$ cat config.mk
export PLATFORM = sky130hd
export DESIGN_NAME = pin_change_interrupt_unit
export DESIGN_NICKNAME = d
export VERILOG_FILES = /design/src/include/pin_change_pkg.sv /design/src/design/pin_change_interrupt_unit.sv
export SDC_FILE = /design/constraint.sdc
export NUM_CORES = 1
export LEC_CHECK = 0
export BUFFER_PORTS_ARGS = -buffer_cell sky130_fd_sc_hd__buf_2
export CORE_ASPECT_RATIO = 1.2
export CORE_MARGIN = 1.5
export CORE_UTILIZATION = 56
export DETAILED_ROUTE_END_ITERATION = 6
export GPL_ROUTABILITY_DRIVEN = 0
export PLACE_DENSITY_LB_ADDON = 0.3
export SLEW_MARGIN = 20
export SYNTH_ARGS = -nofsm -noshare
export SYNTH_HDL_FRONTEND = slang
export SYNTH_SLANG_ARGS = --single-unit
$ cat constraint.sdc
create_clock -name ref_clk -period 4.4 [get_ports ref_clk]
set_input_delay 0.44 -clock ref_clk [delete_from_list [all_inputs] [get_ports ref_clk]]
set_output_delay 0.44 -clock ref_clk [all_outputs]
set_load 0.01 [all_outputs]
$ cat src/include/pin_change_pkg.sv
package pin_change_pkg;

  // register byte offsets on the APB window
  localparam logic [7:0] OFF_GROUP_ENABLE = 8'h00;
  localparam logic [7:0] OFF_GROUP_FLAG   = 8'h04;
  localparam logic [7:0] OFF_GROUP0_MASK  = 8'h08;
  localparam logic [7:0] OFF_GROUP1_MASK  = 8'h0c;
  localparam logic [7:0] OFF_GROUP2_MASK  = 8'h10;
  localparam logic [7:0] OFF_CPU_STATUS   = 8'h14;
  localparam logic [7:0] OFF_EVENT_STATUS = 8'h18;
  localparam logic [7:0] OFF_EVENT_MASK   = 8'h1c;
  localparam logic [7:0] OFF_PIN_LEVEL    = 8'h20;

  // group layout
  localparam int GROUPS     = 3;
  localparam int GROUP0_W   = 8;
  localparam int GROUP1_W   = 7;
  localparam int GROUP2_W   = 8;
  localparam int PINS_W     = GROUP0_W + GROUP1_W + GROUP2_W;
  localparam int GROUP0_LSB = 0;
  localparam int GROUP1_LSB = GROUP0_W;
  localparam int GROUP2_LSB = GROUP0_W + GROUP1_W;

  // field positions
  localparam int GROUP0_BIT     = 0;
  localparam int GROUP1_BIT     = 1;
  localparam int GROUP2_BIT     = 2;
  localparam int GLOBAL_IE_BIT  = 0;

  // reset values
  localparam logic [GROUPS-1:0]   GROUP_ENABLE_RST = 3'h0;
  localparam logic [GROUPS-1:0]   GROUP_FLAG_RST   = 3'h0;
  localparam logic [GROUPS-1:0]   EVENT_STATUS_RST = 3'h0;
  localparam logic [GROUPS-1:0]   EVENT_MASK_RST   = 3'h0;
  localparam logic [GROUP0_W-1:0] GROUP0_MASK_RST  = 8'h00;
  localparam logic [GROUP1_W-1:0] GROUP1_MASK_RST  = 7'h00;
  localparam logic [GROUP2_W-1:0] GROUP2_MASK_RST  = 8'h00;
  localparam logic                GLOBAL_IE_RST    = 1'b0;

  // cycles from reset release until the compare stage holds two real samples
  localparam logic [1:0] WARM_DONE = 2'h3;

  typedef struct packed {
    logic        psel;
    logic        penable;
    logic        pwrite;
    logic [7:0]  paddr;
    logic [31:0] pwdata;
  } apb_req_s;

  typedef struct packed {
    logic        pready;
    logic        pslverr;
    logic [31:0] prdata;
  } apb_rsp_s;

  typedef struct packed {
    logic [GROUPS-1:0]   groupEnable;
    logic [GROUPS-1:0]   groupFlag;
    logic [GROUP0_W-1:0] group0PinMask;
    logic [GROUP1_W-1:0] group1PinMask;
    logic [GROUP2_W-1:0] group2PinMask;
    logic                globalEnable;
    logic [GROUPS-1:0]   eventStatus;
    logic [GROUPS-1:0]   eventMask;
    logic [PINS_W-1:0]   pinSync1;
    logic [PINS_W-1:0]   pinSync2;
    logic [PINS_W-1:0]   pinPrev;
    logic [1:0]          warm;
    logic [31:0]         rdata;
    logic                slvErr;
  } state_s;

endpackage : pin_change_pkg

$ cat src/design/pin_change_interrupt_unit.sv
// Design decisions made here: the APB register port and the address map.
`timescale 1ns/1ps

module pin_change_interrupt_unit
  import pin_change_pkg::*;
(
  input  wire logic                ref_clk,     // 40 MHz system clock
  input  wire logic                rst_n,       // synchronous reset, active low
  input  apb_req_s                 apbReq,      // APB request from master
  output apb_rsp_s                 apbRsp,      // APB answer to master
  input  wire logic [GROUP0_W-1:0] group0Pins,  // group 0 input pins
  input  wire logic [GROUP1_W-1:0] group1Pins,  // group 1 input pins
  input  wire logic [GROUP2_W-1:0] group2Pins,  // group 2 input pins
  input  wire logic [GROUPS-1:0]   vectorAck,   // service routine started, per group
  output logic      [GROUPS-1:0]   vectorReq,   // per-group vector request
  output logic                     irq          // unmasked event status pending
);

  state_s            st;
  state_s            next_st;
  logic [PINS_W-1:0] pinDiff;
  logic [GROUPS-1:0] groupHit;
  logic [GROUPS-1:0] flagClear;
  logic              setupPhase;
  logic              accessPhase;
  logic              wrAccess;
  logic              rdAccess;

  assign setupPhase  = apbReq.psel & ~apbReq.penable;
  assign accessPhase = apbReq.psel & apbReq.penable;
  assign wrAccess    = accessPhase & apbReq.pwrite;
  assign rdAccess    = accessPhase & ~apbReq.pwrite;

  // masked pins never count; compare stage only trusted once warmed up
  assign pinDiff = (st.pinSync2 ^ st.pinPrev)
                 & {st.group2PinMask, st.group1PinMask, st.group0PinMask};

  always_comb begin
    groupHit = '0;
    if (st.warm == WARM_DONE) begin
      groupHit[GROUP0_BIT] = |pinDiff[GROUP1_LSB-1:GROUP0_LSB];
      groupHit[GROUP1_BIT] = |pinDiff[GROUP2_LSB-1:GROUP1_LSB];
      groupHit[GROUP2_BIT] = |pinDiff[PINS_W-1:GROUP2_LSB];
    end
  end

  always_comb begin
    flagClear = vectorAck;
    if (wrAccess && apbReq.paddr == OFF_GROUP_FLAG) begin
      flagClear = flagClear | apbReq.pwdata[GROUPS-1:0];
    end
  end

  always_comb begin
    next_st = st;

    // first stage feeds only the second
    next_st.pinSync1 = {group2Pins, group1Pins, group0Pins};
    next_st.pinSync2 = st.pinSync1;
    next_st.pinPrev  = st.pinSync2;
    if (st.warm != WARM_DONE) begin
      next_st.warm = st.warm + 2'h1;
    end

    // a new change wins over a clear in the same cycle
    next_st.groupFlag = (st.groupFlag & ~flagClear) | groupHit;

    next_st.eventStatus = st.eventStatus;
    if (rdAccess && apbReq.paddr == OFF_EVENT_STATUS) begin
      next_st.eventStatus = '0;
    end
    next_st.eventStatus = next_st.eventStatus | groupHit;

    if (wrAccess) begin
      case (apbReq.paddr)
        OFF_GROUP_ENABLE: next_st.groupEnable   = apbReq.pwdata[GROUPS-1:0];
        OFF_GROUP0_MASK:  next_st.group0PinMask = apbReq.pwdata[GROUP0_W-1:0];
        OFF_GROUP1_MASK:  next_st.group1PinMask = apbReq.pwdata[GROUP1_W-1:0];
        OFF_GROUP2_MASK:  next_st.group2PinMask = apbReq.pwdata[GROUP2_W-1:0];
        OFF_CPU_STATUS:   next_st.globalEnable  = apbReq.pwdata[GLOBAL_IE_BIT];
        OFF_EVENT_MASK:   next_st.eventMask     = apbReq.pwdata[GROUPS-1:0];
        default: ;
      endcase
    end

    // read data captured in setup so prdata comes straight from a flop
    if (setupPhase) begin
      next_st.rdata  = '0;
      next_st.slvErr = 1'b0;
      case (apbReq.paddr)
        OFF_GROUP_ENABLE: next_st.rdata[GROUPS-1:0]   = st.groupEnable;
        OFF_GROUP_FLAG:   next_st.rdata[GROUPS-1:0]   = st.groupFlag;
        OFF_GROUP0_MASK:  next_st.rdata[GROUP0_W-1:0] = st.group0PinMask;
        OFF_GROUP1_MASK:  next_st.rdata[GROUP1_W-1:0] = st.group1PinMask;
        OFF_GROUP2_MASK:  next_st.rdata[GROUP2_W-1:0] = st.group2PinMask;
        OFF_CPU_STATUS:   next_st.rdata[GLOBAL_IE_BIT] = st.globalEnable;
        OFF_EVENT_STATUS: next_st.rdata[GROUPS-1:0]   = st.eventStatus;
        OFF_EVENT_MASK:   next_st.rdata[GROUPS-1:0]   = st.eventMask;
        OFF_PIN_LEVEL:    next_st.rdata[PINS_W-1:0]   = st.pinSync2;
        default:          next_st.slvErr              = 1'b1;
      endcase
    end

    if (!rst_n) begin
      next_st               = '0;
      next_st.groupEnable   = GROUP_ENABLE_RST;
      next_st.groupFlag     = GROUP_FLAG_RST;
      next_st.group0PinMask = GROUP0_MASK_RST;
      next_st.group1PinMask = GROUP1_MASK_RST;
      next_st.group2PinMask = GROUP2_MASK_RST;
      next_st.globalEnable  = GLOBAL_IE_RST;
      next_st.eventStatus   = EVENT_STATUS_RST;
      next_st.eventMask     = EVENT_MASK_RST;
    end
  end

  always_ff @(posedge ref_clk) begin
    st <= next_st;
  end

  // zero wait states: answer in the first access cycle
  assign apbRsp.pready  = accessPhase;
  assign apbRsp.pslverr = accessPhase & st.slvErr;
  assign apbRsp.prdata  = st.rdata;

  assign vectorReq = st.groupFlag & st.groupEnable & {GROUPS{st.globalEnable}};
  assign irq       = |(st.eventStatus & st.eventMask);

endmodule : pin_change_interrupt_unit

==> metrics.cfg <==
[outcome]
status=finished, violations left
violations=DRC

[cells_and_area]
drive_gt1_frac=0.2090
nFillCells=702
diodes=0
fin_nets=658
fin_area_mm2=0.006026
area_growth_pct=15.41

[route]
drt_iter0_drc=272
via_count=3880
vias_per_cell=5.404
route.final.wire_length_um=10950
drc=4
ant_nets=0
dr.pass1.iters=7
wl_per_cell_um=15.25

[sta]
max_slew_margin=0.5302
fmax_mhz=489.9
worst-slew-pin-transition_ns=0.6983
period_minus_slack_ns=2.041
slew_violations=0
period_share=0.4639
hold_viol=0
fin_skew_ns=0.005349
setup_tns_ns=0
setup_viol=0
rsz0062_at_grt=false

[pwr]
leakagePower_uw=0.002607
peakVddDrop_uv=385.0
p_total_uw=2752
p_per_area_mw_per_mm2=456.7

[synth]
yosysWarnings=0
yosysTopAreaCell=dfxtp_1
synth-main-ff-cell=dfxtp_1
ys_types=45
synthTopCellsByArea=dfxtp_1 (50%), and2_1 (8.6%), buf_4 (5.2%)
async_reset_ff_frac=0
postSynthAreaPerCell_um2=9.616
synth_seq_cells=131
synth_top_cell_area_share=0.5023
synthCells=543
ys_seq_area_frac=0.5023
synth_edf_count=0
netlist_area_mm2=0.005221

[die]
ios=109
dieArea_mm2=0.009914
core_mm2=0.009034
dieHeight_um=108.8
row_count=38
die_w_um=91.15
start_util=0.5780

[worst_setup_path]
criticalPathCategory=in2reg
cp_slowest_cell=nor4_1
max_stage_delay_ns=0.65
timing.critical_path.cells=buf_2 -> nor4_1 -> and2_1 -> and3_1 -> mux2i_1 -> nor2_1
critPathTopFamily=simple AND/OR/NAND/NOR gates
crit_required_ns=4.79
crit_path_max_fanout=14
crit_arrival_ns=2.43
worst_setup_path_start_kind=input pin
critPathCaptureType=flop
path_buf_inv=1

[clock_network]
cts_setup_buffers=0
clkLatencyLatePin_ns=0.52
cts_sinks=131
cts_tree=done
hold_buffers=0
cts.reportedPaths.clkPinSlew_ns=0.06
cts_made_buffers=17
cts_root_buf=clkbuf_8
cts_resized=0
clockBufferDepth=2
htreeDepth=4

[place]
portBuffers=75
place_area_mm2=0.005423
hpwl_um=7487

[worst_hold_path]
min_path_type=in2reg

[grt]
grt_max_degree=75
grt-ovfl-total=0
antenna_found_initial=0
grt_usage=0.2320
grt_pass1_vias=3628
grt_pass1_wl_um=17420

[flow_run]
drv_cap=0

## layer usage
| layer | GRT usage | vias to the layer above | routed length, µm |
|---|---|---|---|
| met5 | 0 | - | 0 |
| met4 | 0.1551 | 0 | 489 |
| met3 | 0.06276 | 38 | 794 |
| met2 | 0.3758 | 160 | 5228 |
| met1 | 0.2701 | 1782 | 4440 |
| li1 | - | 1900 | - |
## synth_stat cells (2+ instances only)
library cell / n
dfxtp_1: 131
and2_1: 72
nand2_1: 43
a21oi_1: 40
nand3_1: 38
buf_4: 36
xor2_1: 24
clkbuf_1: 22
nor2_1: 21
mux2i_1: 18
a22oi_1: 11
and3_1: 10
mux2_2: 8
nand3b_1: 8
a222oi_1: 6
o21ai_0: 6
a2bb2oi_1: 4
buf_2: 4
nand2b_1: 3
nand4_1: 3
nor2b_1: 3
nor3_1: 3
a32o_1: 2
buf_6: 2
inv_1: 2
nor4_1: 2
nor4b_1: 2
o31ai_1: 2
## final timing paths
| check | startpoint | endpoint | slack, ns | cells after the start |
|---|---|---|---|---|
| worst max register to register | st[120] | apbRsp[1] | 2.82 | 5 |
| worst max-delay path | apbReq[36] | st[119] | 2.36 | 6 |
| worst min register to register | st[95] | st[72] | 0.42 | 1 |
| worst min-delay path | group1Pins[4] | st[93] | 0.12 | 2 |
## flip-flops by register name, indices dropped and copies added, names as in the netlist
signal	flops
st	108
apbRsp	23
## cell families (layout without fill, tap and decap cells)
family | after synthesis | after routing | share of synthesized area
fa+ha+maj | 1 | 1 | 0.002396
xor+xnor | 24 | 24 | 0.04026
simple gates | 213 | 213 | 0.2214
mux | 27 | 27 | 0.05607
flops | 131 | 131 | 0.5023
buf+inv | 67 | 114 | 0.07788
compound gates | 79 | 79 | 0.09897
other cells | 1 | 9 | 0.0007182
## per-stage QoR
stage                     std cells  hold WS [ns]    util  setup slack [ns]
after CTS                       718        0.1005  0.6668             2.434
after global placement          687        0.4130  0.6003             1.956
after global routing            718        0.1115  0.6670             2.194
final                           718        0.1206  0.6670             2.359
after floorplan                 551        0.4057       -             2.405
after detailed placement        687        0.4121  0.6003             1.938
## cells in the final DEF, fill, tap and decap left out, types with 8 or more instances in the layout
master,count
buf_2,75
dfxtp_1,131
and2_1,72
a21oi_1,40
a22oi_1,11
nand3b_1,8
nand2_1,43
and3_1,10
nor2_1,21
xor2_1,24
mux2_2,8
conb_1,9
nand3_1,38
mux2i_1,18
clkbuf_16,16
## power breakdown
part           internal [µW]  switching (µW)
clock                    916             483
combinational           49.5            70.0
sequential              1220            14.9
## layout make-up
cell class / instances / area (µm²) / share of cell area
inverter: 2 / 7.507 / 0.001246
multi-input combinational: 353 / 2225 / 0.3692
sequential: 131 / 2623 / 0.4352
clock buffer: 22 / 473.0 / 0.07849
timing repair buffer: 81 / 420.4 / 0.06977
tap: 120 / 150.1 / 0.02492
clock inverter: 9 / 127.6 / 0.02118
Power figures use the tool's default switching activity.
